File: config.mk
export PLATFORM = sky130hd
export DESIGN_NAME = pdwi_ctrl
export DESIGN_NICKNAME = d
export VERILOG_FILES = /design/src/rtl/pdwi_pkg.sv /design/src/rtl/pdwi_ctrl.sv
export VERILOG_INCLUDE_DIRS = /design/src /design/src/rtl
export SDC_FILE = /design/constraint.sdc
export NUM_CORES = 1
export LEC_CHECK = 0
export BUFFER_PORTS_ARGS = -buffer_cell sky130_fd_sc_hd__buf_4
export CAP_MARGIN = 20
export CORE_UTILIZATION = 35
export CTS_BUF_LIST = sky130_fd_sc_hd__clkbuf_16
export CTS_CLUSTER_SIZE = 30
export DETAILED_ROUTE_END_ITERATION = 8
export SKIP_LAST_GASP = 1
export SYNTH_ARGS = -nofsm -noshare
export SYNTH_HDL_FRONTEND = slang
export SYNTH_SLANG_ARGS = --single-unit
File: constraint.sdc
create_clock -name clk -period 2.6 [get_ports clk]
set_input_delay 0.26 -clock clk [delete_from_list [all_inputs] [get_ports clk]]
set_output_delay 0.26 -clock clk [all_outputs]
set_load 0.02 [all_outputs]
File: src/rtl/pdwi_params.svh
// Purpose: Timing figures and field layout for the paged DRAM word interface controller.
// Assumes: A 10 MHz controller clock; times are in nanoseconds.
// Notes: Counts of cycles are derived from these figures inside the controller.
`ifndef PDWI_PARAMS_SVH
`define PDWI_PARAMS_SVH

// ==========================================================================
// Clock and field layout
// ==========================================================================
`define PDWI_CLK_NS 100
`define PDWI_ROW_W 10
`define PDWI_COL_W 8
`define PDWI_DATA_W 16
`define PDWI_ROWS 1024

// ==========================================================================
// Times
// ==========================================================================
`define PDWI_REFRESH_PERIOD_NS 16000000
`define PDWI_BATTERY_PERIOD_NS 125000
`define PDWI_POWERUP_PAUSE_NS 200000
`define PDWI_SELF_REFRESH_MIN_NS 100000
`define PDWI_COLUMN_LEAD_NS 10
`define PDWI_INIT_ROW_CYCLES 8
`define PDWI_SYNC_LAT 2 // Read word leaves the second flop two cycles after the column fall.

`endif

File: src/rtl/pdwi_pkg.sv
// Purpose: Types shared by the paged DRAM word interface controller and its bench.
// Assumes: pdwi_params.svh gives the field widths.
// Notes: Only types live here; every number is a macro of the header.
`include "pdwi_params.svh"

package pdwi_pkg;

    // ======================================================================
    // Request from the user side
    // ======================================================================
    typedef struct packed {
        logic write;
        logic [1:0] byte_en;
        logic [`PDWI_ROW_W+`PDWI_COL_W-1:0] addr;
        logic [`PDWI_DATA_W-1:0] wdata;
    } pdwi_req_s;

    // ======================================================================
    // Active-low strobes toward the memory
    // ======================================================================
    typedef struct packed {
        logic ras_n;
        logic cas_n;
        logic oe_n;
        logic upper_byte_write_n;
        logic lower_byte_write_n;
    } pdwi_strobe_s;

    typedef enum logic [4:0] {
        S_INIT_WAIT, S_INIT_ROW, S_INIT_RAS, S_INIT_PRE, S_IDLE, S_RAS_SET, S_ROW,
        S_COL_SET, S_COL, S_RD_WAIT, S_CAS_UP, S_PRE, S_HID_PRE, S_HID_RAS,
        S_CBR_CAS, S_CBR_RAS, S_CBR_PRE, S_SR_HOLD, S_SR_EXIT
    } pdwi_state_e;

endpackage

File: src/rtl/pdwi_ctrl.sv
// Purpose: Host controller that drives a paged 256K x 16 DRAM through its strobe pins.
// Assumes: One 10 MHz clock; every strobe edge falls on a rising clock edge, often shared with other strobes.
// Notes: Reads, early writes, page hits, hidden, row-only, column-first and self refresh.
`timescale 1ns/100ps
`default_nettype none
`include "pdwi_params.svh"

// Contract
// - Row address stable when row strobe falls.
// - Column address stable when column strobe falls.
// - Page mode keeps row open across columns.
// - Output enable high before driving data.
// - Refresh all rows within the refresh period.
// - Row-only refresh holds column strobe high.
// - Hidden refresh keeps column strobe low after read.
// - Column strobe before row means internal refresh.
// - Battery mode refresh every 125 us, short.
// - Self refresh needs both strobes low 100 us.
// - Leaving self refresh needs full burst refresh.
// - Pause 200 us then eight row cycles.
// - Column strobe leads row strobe by 10 ns.
module pdwi_ctrl (
    // Clock and reset
    input wire logic clk,
    input wire logic arst_n,
    // User request and read answer
    input wire logic req_valid,
    output logic req_ready,
    input wire pdwi_pkg::pdwi_req_s req,
    output logic [`PDWI_DATA_W-1:0] rd_data,
    output logic rd_valid,
    // Mode and status
    input wire logic self_refresh_req,
    input wire logic battery_mode,
    output logic init_done,
    output logic in_self_refresh,
    // Memory pins
    output var pdwi_pkg::pdwi_strobe_s strobe,
    output logic [`PDWI_ROW_W-1:0] multiplexed_address_inputs,
    output logic [`PDWI_DATA_W-1:0] shared_data_lines_out,
    output logic shared_data_lines_oe_n,
    input wire logic [`PDWI_DATA_W-1:0] shared_data_lines_in
);

    // ======================================================================
    // Derived cycle counts
    // ======================================================================
    // Longest times round down, least times round up.
    localparam int REF_CYC = `PDWI_REFRESH_PERIOD_NS / `PDWI_ROWS / `PDWI_CLK_NS;
    localparam int BAT_CYC = `PDWI_BATTERY_PERIOD_NS / `PDWI_CLK_NS;
    localparam int INIT_CYC = (`PDWI_POWERUP_PAUSE_NS + `PDWI_CLK_NS - 1) / `PDWI_CLK_NS;
    localparam int SR_CYC = (`PDWI_SELF_REFRESH_MIN_NS + `PDWI_CLK_NS - 1) / `PDWI_CLK_NS;
    localparam int LEAD_CYC = (`PDWI_COLUMN_LEAD_NS + `PDWI_CLK_NS - 1) / `PDWI_CLK_NS;
    localparam int AW = `PDWI_ROW_W + `PDWI_COL_W;

    pdwi_pkg::pdwi_state_e state;
    pdwi_pkg::pdwi_req_s cur;
    logic [11:0] cnt;
    logic [10:0] burst_left;
    logic [3:0] init_cnt;
    logic [`PDWI_ROW_W-1:0] open_row;
    logic sr_go;
    logic [10:0] ref_cnt;
    logic [10:0] ref_lim;
    logic ref_pend;
    logic ref_take;
    logic ref_tick;
    logic page_ok;
    logic [`PDWI_DATA_W-1:0] dq_s1;
    logic [`PDWI_DATA_W-1:0] dq_s2;

    // ======================================================================
    // Handshake
    // ======================================================================
    // A page hit is offered only while the row is open and no refresh waits.
    assign page_ok = (state == pdwi_pkg::S_CAS_UP) && !ref_pend && !self_refresh_req
        && (req.addr[AW-1:`PDWI_COL_W] == open_row);
    assign req_ready = ((state == pdwi_pkg::S_IDLE) && !ref_pend && !self_refresh_req)
        || page_ok;

    // ======================================================================
    // Data pin synchroniser
    // ======================================================================
    // The data lines come from outside the clock domain, so two flops first.
    always_ff @(posedge clk or negedge arst_n)
    begin
        if (!arst_n)
        begin
            dq_s1 <= 16'h0000;
            dq_s2 <= 16'h0000;
        end
        else
        begin
            dq_s1 <= shared_data_lines_in;
            dq_s2 <= dq_s1;
        end
    end

    // ======================================================================
    // Refresh timer
    // ======================================================================
    // Battery backup stretches the interval; the timer never stops, so a late
    // refresh only shortens the next gap and never lengthens it.
    assign ref_lim = battery_mode ? 11'(BAT_CYC) : 11'(REF_CYC);
    assign ref_tick = (ref_cnt >= ref_lim - 11'h001);
    assign ref_take = ((state == pdwi_pkg::S_CBR_CAS) && !sr_go)
        || ((state == pdwi_pkg::S_CBR_PRE) && (burst_left > 11'h001))
        || (state == pdwi_pkg::S_HID_PRE);

    always_ff @(posedge clk or negedge arst_n)
    begin
        if (!arst_n)
        begin
            ref_cnt <= 11'h000;
            ref_pend <= 1'b0;
        end
        else
        begin
            ref_cnt <= (ref_tick || !init_done) ? 11'h000 : ref_cnt + 11'h001;
            // A tick in the cycle of a take still leaves the request standing.
            ref_pend <= (ref_tick && init_done) || (ref_pend && !ref_take);
        end
    end

    // ======================================================================
    // Sequencer and pins
    // ======================================================================
    // Every pin is a flop so the memory never sees a decode glitch.
    always_ff @(posedge clk or negedge arst_n)
    begin
        if (!arst_n)
        begin
            state <= pdwi_pkg::S_INIT_WAIT;
            cur <= '0;
            cnt <= 12'h000;
            burst_left <= 11'h001;
            init_cnt <= 4'h0;
            open_row <= 10'h000;
            sr_go <= 1'b0;
            init_done <= 1'b0;
            in_self_refresh <= 1'b0;
            rd_data <= 16'h0000;
            rd_valid <= 1'b0;
            strobe <= 5'h1F;
            multiplexed_address_inputs <= 10'h000;
            shared_data_lines_out <= 16'h0000;
            shared_data_lines_oe_n <= 1'b1;
        end
        else
        begin
            rd_valid <= 1'b0;
            case (state)
                pdwi_pkg::S_INIT_WAIT:
                begin
                    cnt <= cnt + 12'h001;
                    if (cnt == 12'(INIT_CYC - 1))
                    begin
                        multiplexed_address_inputs <= 10'h000;
                        state <= pdwi_pkg::S_INIT_ROW;
                    end
                end
                pdwi_pkg::S_INIT_ROW:
                begin
                    strobe.ras_n <= 1'b0;
                    state <= pdwi_pkg::S_INIT_RAS;
                end
                pdwi_pkg::S_INIT_RAS:
                begin
                    strobe.ras_n <= 1'b1;
                    init_cnt <= init_cnt + 4'h1;
                    state <= pdwi_pkg::S_INIT_PRE;
                end
                pdwi_pkg::S_INIT_PRE:
                begin
                    if (init_cnt == 4'(`PDWI_INIT_ROW_CYCLES))
                    begin
                        init_done <= 1'b1;
                        state <= pdwi_pkg::S_IDLE;
                    end
                    else
                    begin
                        multiplexed_address_inputs <= 10'(init_cnt);
                        state <= pdwi_pkg::S_INIT_ROW;
                    end
                end
                pdwi_pkg::S_IDLE:
                begin
                    if (ref_pend || self_refresh_req)
                    begin
                        // Column strobe leads, so the memory counts the row itself.
                        strobe.cas_n <= 1'b0;
                        sr_go <= !ref_pend;
                        cnt <= 12'h000;
                        state <= pdwi_pkg::S_CBR_CAS;
                    end
                    else if (req_valid)
                    begin
                        cur <= req;
                        multiplexed_address_inputs <= req.addr[AW-1:`PDWI_COL_W];
                        state <= pdwi_pkg::S_RAS_SET;
                    end
                end
                pdwi_pkg::S_RAS_SET:
                begin
                    strobe.ras_n <= 1'b0;
                    open_row <= cur.addr[AW-1:`PDWI_COL_W];
                    state <= pdwi_pkg::S_ROW;
                end
                pdwi_pkg::S_ROW, pdwi_pkg::S_CAS_UP:
                begin
                    if ((state == pdwi_pkg::S_ROW) || (req_valid && page_ok))
                    begin
                        if (state == pdwi_pkg::S_CAS_UP)
                        begin
                            cur <= req;
                        end
                        // Column goes out a cycle before the strobe falls.
                        multiplexed_address_inputs <= (state == pdwi_pkg::S_ROW)
                            ? 10'(cur.addr[`PDWI_COL_W-1:0])
                            : 10'(req.addr[`PDWI_COL_W-1:0]);
                        if ((state == pdwi_pkg::S_ROW) ? cur.write : req.write)
                        begin
                            // Enables fall before the column strobe: early write.
                            strobe.oe_n <= 1'b1;
                            strobe.lower_byte_write_n <= (state == pdwi_pkg::S_ROW)
                                ? !cur.byte_en[0] : !req.byte_en[0];
                            strobe.upper_byte_write_n <= (state == pdwi_pkg::S_ROW)
                                ? !cur.byte_en[1] : !req.byte_en[1];
                            shared_data_lines_out <= (state == pdwi_pkg::S_ROW)
                                ? cur.wdata : req.wdata;
                            shared_data_lines_oe_n <= 1'b0;
                        end
                        state <= pdwi_pkg::S_COL_SET;
                    end
                    else
                    begin
                        strobe.ras_n <= 1'b1;
                        state <= pdwi_pkg::S_PRE;
                    end
                end
                pdwi_pkg::S_COL_SET:
                begin
                    strobe.cas_n <= 1'b0;
                    strobe.oe_n <= cur.write;
                    cnt <= 12'h000;
                    state <= cur.write ? pdwi_pkg::S_COL : pdwi_pkg::S_RD_WAIT;
                end
                pdwi_pkg::S_COL:
                begin
                    strobe.cas_n <= 1'b1;
                    strobe.lower_byte_write_n <= 1'b1;
                    strobe.upper_byte_write_n <= 1'b1;
                    shared_data_lines_oe_n <= 1'b1;
                    state <= pdwi_pkg::S_CAS_UP;
                end
                pdwi_pkg::S_RD_WAIT:
                begin
                    cnt <= cnt + 12'h001;
                    if (cnt == 12'(`PDWI_SYNC_LAT))
                    begin
                        rd_data <= dq_s2;
                        rd_valid <= 1'b1;
                        if (ref_pend)
                        begin
                            // Keep column strobe low so the word stays on the lines.
                            strobe.ras_n <= 1'b1;
                            state <= pdwi_pkg::S_HID_PRE;
                        end
                        else
                        begin
                            strobe.cas_n <= 1'b1;
                            strobe.oe_n <= 1'b1;
                            state <= pdwi_pkg::S_CAS_UP;
                        end
                    end
                end
                pdwi_pkg::S_HID_PRE:
                begin
                    strobe.ras_n <= 1'b0;
                    state <= pdwi_pkg::S_HID_RAS;
                end
                pdwi_pkg::S_HID_RAS:
                begin
                    strobe <= 5'h1F;
                    state <= pdwi_pkg::S_PRE;
                end
                pdwi_pkg::S_PRE:
                begin
                    state <= pdwi_pkg::S_IDLE;
                end
                pdwi_pkg::S_CBR_CAS:
                begin
                    cnt <= cnt + 12'h001;
                    if (cnt >= 12'(LEAD_CYC - 1))
                    begin
                        strobe.ras_n <= 1'b0;
                        cnt <= 12'h000;
                        in_self_refresh <= sr_go;
                        state <= sr_go ? pdwi_pkg::S_SR_HOLD : pdwi_pkg::S_CBR_RAS;
                    end
                end
                pdwi_pkg::S_CBR_RAS:
                begin
                    // One cycle low keeps battery backup well under its limit.
                    strobe.ras_n <= 1'b1;
                    state <= pdwi_pkg::S_CBR_PRE;
                end
                pdwi_pkg::S_CBR_PRE:
                begin
                    if (burst_left > 11'h001)
                    begin
                        burst_left <= burst_left - 11'h001;
                        strobe.ras_n <= 1'b0;
                        state <= pdwi_pkg::S_CBR_RAS;
                    end
                    else
                    begin
                        strobe.cas_n <= 1'b1;
                        state <= pdwi_pkg::S_PRE;
                    end
                end
                pdwi_pkg::S_SR_HOLD:
                begin
                    if (cnt != 12'hFFF)
                    begin
                        cnt <= cnt + 12'h001;
                    end
                    if ((cnt >= 12'(SR_CYC - 1)) && !self_refresh_req)
                    begin
                        strobe.ras_n <= 1'b1;
                        strobe.cas_n <= 1'b1;
                        sr_go <= 1'b0;
                        in_self_refresh <= 1'b0;
                        burst_left <= 11'(`PDWI_ROWS);
                        state <= pdwi_pkg::S_SR_EXIT;
                    end
                end
                pdwi_pkg::S_SR_EXIT:
                begin
                    strobe.cas_n <= 1'b0;
                    cnt <= 12'h000;
                    state <= pdwi_pkg::S_CBR_CAS;
                end
                default:
                begin
                    strobe <= 5'h1F;
                    state <= pdwi_pkg::S_IDLE;
                end
            endcase
        end
    end

    // ======================================================================
    // Checks
    // ======================================================================
    logic [11:0] boot_cnt;
    logic [3:0] init_ras;
    logic [11:0] gap_cnt;
    logic gap_mode;

    // Helper counters that only the checks read.
    always_ff @(posedge clk or negedge arst_n)
    begin
        if (!arst_n)
        begin
            boot_cnt <= 12'h000;
            init_ras <= 4'h0;
            gap_cnt <= 12'h000;
            gap_mode <= 1'b0;
        end
        else
        begin
            gap_mode <= battery_mode;
            if (boot_cnt != 12'hFFF)
            begin
                boot_cnt <= boot_cnt + 12'h001;
            end
            if (!init_done && !strobe.ras_n && (state == pdwi_pkg::S_INIT_RAS)
                && (init_ras != 4'hF))
            begin
                init_ras <= init_ras + 4'h1;
            end
            // A change of refresh rate restarts the gap, as the old interval no longer applies.
            gap_cnt <= (ref_take || !init_done || in_self_refresh
                || (gap_mode != battery_mode)) ? 12'h000 : gap_cnt + 12'h001;
        end
    end
endmodule

`default_nettype wire

### Word level (Yosys, flattened, before mapping)

Cells that the tools add are included.

| word-level totals | value |
|---|---|
| flip-flop bits (word level) | 175 |
| bits in latches | 0 |
| RAM bits | 0 |
| ROM bits | 0 |
| input port bits | 58 |
| output and inout bits | 52 |
| logic and storage cells | 201 |
| memories kept | 0 |

| cells by class | value |
|---|---|
| add/subtract/negate cells | 5 |
| multiply operators | 0 |
| divide/modulo/power cells | 0 |
| magnitude comparators | 4 |
| eq/ne operators | 41 |
| shift operators | 0 |
| mux-type cells | 63 |
| bitwise logic cells | 4 |
| reductions and logical operators | 58 |

Operator list:

| cell | count |
|---|---|
| 2-to-1 mux 37 bit | 4 |
| one-hot mux 5 bit (17 select lines) | 1 |
| one-hot mux 37 bit (2 select lines) | 1 |
| one-hot mux 12 bit (5 select lines) | 1 |
| 2-to-1 mux 10 bit | 5 |
| 2-to-1 mux 11 bit | 4 |
| equality test 5 x 4 -> 1 bit, second input constant | 8 |
| one-hot mux 10 bit (4 select lines) | 1 |
| 2-to-1 mux 12 bit | 3 |
| 2-to-1 mux 5 bit | 7 |
| != test 2 bit, second input constant | 14 |
| one-hot mux 11 bit (2 select lines) | 1 |
| subtractor 11 x 1 -> 11 bit, second input constant | 2 |
| AND reduction 3 bit | 7 |
| equality test 5 x 3 -> 1 bit, second input constant | 4 |
| 2-to-1 mux 3 bit | 6 |
| 2-to-1 mux 1 bit | 17 |
| 2-to-1 mux 16 bit | 1 |
| equality test 5 bit, second input constant | 3 |
| AND reduction 5 bit | 3 |
| OR reduction 15 bit | 1 |
| OR reduction 14 bit | 1 |
| adder 12 x 1 -> 12 bit, second input constant | 1 |
| equality test 12 x 11 -> 1 bit, second input constant | 1 |
| other kinds (37) | 78 |

### Depth between registers and ports, before layout

| depth | value |
|---|---|
| depth after elaboration | 8 |
| mapped depth | 9 |
| mapped depth without buffers | 8 |

### Worst setup path before layout

OpenSTA, ideal clock, no wires.

| timing | value |
|---|---|
| path kind | register to register |
| from | register state[2] |
| to | register multiplexed_address_inputs[0] |
| setup time | 125 ps |
| data arrival time | 2,171 ps |
| data required time | 2,475 ps |
| path slack | 304 ps |
| cell stages (with the launch flop) | 8 |
| buffers on the path | 1 |
| clock period less this slack | 2,296 ps |
| path through | dfrtp_1 -> buf_4 -> nor3b_4 -> nand2_2 -> nor4_4 -> nor2_1 -> nor4_4 -> mux2_2 |

| on the way | value |
|---|---|
| word-level cells in the longest chain between the ends | 8 |
| elaborated cells on any way between the ends | 21 |
| classes of those cells | eq/ne: 9; mux: 3; reduce/logical: 9 |

RTL lines:

| item | line | RTL |
|---|---|---|
| start, declared | pdwi_ctrl.sv:56 | `pdwi_pkg::pdwi_state_e state;` |
| start signal, assigned | pdwi_ctrl.sv:133 | `state <= pdwi_pkg::S_INIT_WAIT;` |
| start signal, assigned | pdwi_ctrl.sv:159 | `state <= pdwi_pkg::S_INIT_ROW;` |
| start signal, assigned | pdwi_ctrl.sv:165 | `state <= pdwi_pkg::S_INIT_RAS;` |
| equality test 5 x 4 -> 1 bit | pdwi_ctrl.sv:76, pdwi_ctrl.sv:152 |  |
| logical AND 1 bit (3 in series) | pdwi_ctrl.sv:76 | `assign page_ok = (state == pdwi_pkg::S_CAS_UP) && !ref_pend && !self_refresh_req` |
| logical AND 1 bit | pdwi_ctrl.sv:211 | `if ((state == pdwi_pkg::S_ROW) \|\| (req_valid && page_ok))` |
| logical OR 1 bit | pdwi_ctrl.sv:211 |  |
| != test 2 bit (no line) | -- |  |
| AND reduction 6 bit (no line) | -- |  |
| end signal, assigned | pdwi_ctrl.sv:182 | `multiplexed_address_inputs <= 10'(init_cnt);` |
| end signal, assigned | pdwi_ctrl.sv:199 | `` multiplexed_address_inputs <= req.addr[AW-1:`PDWI_COL_W]; `` |
| end signal, assigned | pdwi_ctrl.sv:218 | `multiplexed_address_inputs <= (state == pdwi_pkg::S_ROW)` |
| end, declared | pdwi_ctrl.sv:39 | `` output logic [`PDWI_ROW_W-1:0] multiplexed_address_inputs, `` |

Several ways; a longest one is shown, not always the timed one. The select of a mux whose other input is x is not followed.
A chain may end at the register's enable or synchronous reset.

### Final worst setup path

| timing | value |
|---|---|
| from | register state[0] |
| to | output port req_ready |

| on the way | value |
|---|---|
| word-level cells in the longest chain between the ends | 5 |
| elaborated cells on any way between the ends | 8 |
| classes of those cells | eq/ne: 2; reduce/logical: 6 |

RTL lines:

| item | line | RTL |
|---|---|---|
| equality test 5 x 4 -> 1 bit | pdwi_ctrl.sv:76 |  |
| logical AND 1 bit (3 in series) | pdwi_ctrl.sv:76 |  |
| logical OR 1 bit (*) | pdwi_ctrl.sv:79 | `\|\| page_ok;` |
| end, declared | pdwi_ctrl.sv:28 | `output logic req_ready,` |

Mark *: on every way between the ends. The rest lies on a longest branch, timed or not.

==> flow_summary.json <==
{
  "drt_iter0_markers": 386,
  "antennaDiodeCount": 0,
  "gp_congestion": 0.9134,
  "hold_viol": 0,
  "clockBufferDepth": 2,
  "path_buf_inv": 3,
  "synth_commonest_cells": "dfrtp_1 (168), nand2_1 (81), nor2_1 (63), mux2_2 (46)",
  "grt_antenna_before_repair": 0,
  "num_rows": 55,
  "cts.clk_slew.worst_paths_ns": 0.07,
  "worstSetupPathType": "flop to output port",
  "worst_slew_pin_slew_ns": 0.5384,
  "avgViaCountPerCell": 5.016,
  "cp_slowest_cell": "dfrtp_1",
  "layout_min_cycle_time_ns": 2.463,
  "htree_levels": 4,
  "drc_errors": 0,
  "syn_avg_cell_area_sq_um": 11.17,
  "finalSetupViolations": 0,
  "maxSlewHeadroom": 0.6402,
  "yosys.area.top_type_share": 0.5128,
  "slew_viol_final": 0,
  "dpl.hpwl_microns": 13400,
  "worstPathCellList": "buf_4 -> nor2_1 -> nand2_1 -> nor3_1 -> buf_4 -> or2_2 -> buf_4",
  "synthArstFlopShare": 1.000,
  "worstPathMaxFanout": 10,
  "die_x_microns": 155.0,
  "core-area_sq_mm": 0.02278,
  "ys_seq_elements": 175,
  "initial_utilization": 0.3599,
  "wl_microns": 19270,
  "p_leak_nw": 5.042,
  "clk_latency_ns": 0.43,
  "fmax_mhz": 406.1,
  "synth_cell_types": 68,
  "rsz0062_at_grt": "false",
  "whs_ns": 0.06907,
  "ys_seq_area_frac": 0.5353,
  "grt_start_max_net_pins": 64,
  "grt_remaining_overflow": 0,
  "ir_worst_vdd_uv": 346.5,
  "area_growth_pct": 27.35,
  "required_ns": 2.34,
  "post_drt_wl_per_cell_microns": 15.87,
  "cp_common_cell": "buf_4",
  "startpoint_type": "flop",
  "skew_ns": 0.02699,
  "grt_pass1_vias": 6175,
  "maxCapViolations": 0,
  "grt_usage": 0.1689,
  "synth.cell_area_sq_mm": 0.008198,
  "io_pins": 110,
  "drive_above_1_share": 0.3108,
  "synth_top_area_cell": "dfrtp_1",
  "numCtsBuffers": 17,
  "fin_setup_tns_ns": 0,
  "yosys_most_used_dff": "dfrtp_1",
  "synth_edf_count": 0,
  "arrival_ns": 2.20,
  "syn_nets": 805,
  "root_buffer": "clkbuf_16",
  "grt_pass1_wl_microns": 32100,
  "cts_tree": "yes",
  "num_vias": 6089,
  "netlist_instances": 734,
  "fin_util": 0.4583,
  "cp_top_family": "simple AND/OR/NAND/NOR gates",
  "antenna_left": 0,
  "cts_setup_buffers": 0,
  "nets": 959,
  "hp-class": "primary input to flop",
  "slowest_delay_ns": 0.43,
  "end_kind": "output port",
  "pwr_density_cell_mw_per_mm2": 545.6,
  "port_buffers": 109,
  "ys_top_cells_by_area": "dfrtp_1 (51%), mux2_2 (6.3%), mux2_4 (5.5%)",
  "timing.final.crit_share": 0.9471,
  "die-height_microns": 155.0,
  "synth_warnings": 0,
  "cts_sinks": 175,
  "first_pass_iters": 7,
  "status": "completed",
  "report.power.total_mw": 5.696,
  "yosysMostFrequentCell": "dfrtp_1",
  "die_area_sq_mm": 0.02404
}
-- cell families after synthesis --
| kind of cell | count (synthesis) | synth area share |
|---|---|---|
| compound gates | 145 | 0.1197 |
| xor+xnor | 23 | 0.02457 |
| fa+ha+maj | 13 | 0.01984 |
| buf+inv | 54 | 0.03052 |
| flops | 175 | 0.5353 |
| mux | 84 | 0.1279 |
| simple gates | 240 | 0.1422 |
-- routing by layer --
metal	routed length, microns	track usage	vias up	part of all wire
met5	0	0	-	0
met4	167	0.03960	0	0.0087
met3	991	0.03900	12	0.051
met2	8922	0.2621	168	0.46
met1	9187	0.2387	2956	0.48
li1	-	-	2953	-
-- final cells by class --
type                       count  area (sq um)
tap                          313         391.6
clock inverter                15         203.9
sequential                   175          4388
multi-input combinational    505          3566
timing repair buffer         169          1390
fill                        2065         12340
inverter                      20         75.07
clock buffer                  17         425.4
-- worst register-to-register path: stages, from the launching register on --
cell	delay, ns
dfrtp_1	0.48
buf_4	0.22
or3b_2	0.51
nor3_2	0.23
nand2_1	0.11
or4_1	0.44
a21oi_1	0.16
mux2i_1	0.08
-- path summary, 6_finish.rpt --
check / from / to / slack [ns] / depth (start not counted)
setup reg to reg: state[2] / burst_left[7] / 0.22 / 7
hold reg to reg: dq_s1[7] / dq_s2[7] / 0.35 / 0
setup / recovery: state[0] / req_ready / 0.14 / 7
max in group asynchronous: arst_n / strobe[0] / 1.48 / 3
min in group asynchronous: arst_n / ref_cnt[4] / 0.36 / 2
hold / removal: req[0] / cur[0] / 0.07 / 2
-- stage by stage --
step	area, sq um	setup slack (ns)	std cells
final	10440	0.1375	1214
after global routing	10440	0.007844	1214
after detailed placement	9635	0.2239	1165
after floorplan	8198	0.3040	734
after global placement	9635	0.2556	1165
after CTS	10440	0.1502	1214
-- flip-flops by register name, indices dropped and copies added, names as in the netlist --
name / cells
cur: 37
in_self_refresh: 1
init_cnt: 4
cnt: 12
rd_data: 16
init_done: 1
dq_s1: 16
dq_s2: 16
shared_data_lines_oe_n: 1
sr_go: 1
ref_pend: 1
strobe: 5
multiplexed_address_inputs: 10
burst_left: 11
open_row: 10
ref_cnt: 11
rd_valid: 1
state: 5
shared_data_lines_out: 16
-- what timing repair did --
item | in CTS | in global routing
hold endpoints to repair | 69 | 0
hold buffers | 17 | 0
endpoints found under the setup margin | 0 | 1
resized for setup | 0 | 1
-- power by group --
| part | switching (mW) | internal (mW) |
|---|---|---|
| Clock | 1.13 | 1.63 |
| Combinational | 0.0984 | 0.0895 |
| Sequential | 0.00570 | 2.75 |
| Total | 1.23 | 4.46 |
-- placed cells by master (no fill, tap or decap), types with 11 or more instances in the layout --
| master | n |
|---|---|
| mux2_2 | 46 |
| dlygate4sd3_1 | 17 |
| dfrtp_1 | 168 |
| ha_1 | 13 |
| nor3_1 | 14 |
| nand2_1 | 81 |
| xnor2_1 | 14 |
| a21oi_1 | 22 |
| nand3_1 | 19 |
| o21ai_0 | 31 |
| clkbuf_16 | 17 |
| buf_4 | 145 |
| mux2_4 | 30 |
| a31oi_1 | 31 |
| inv_1 | 21 |
| and3_1 | 11 |
| nor2_1 | 63 |
(Power assumes the default switching activity.)
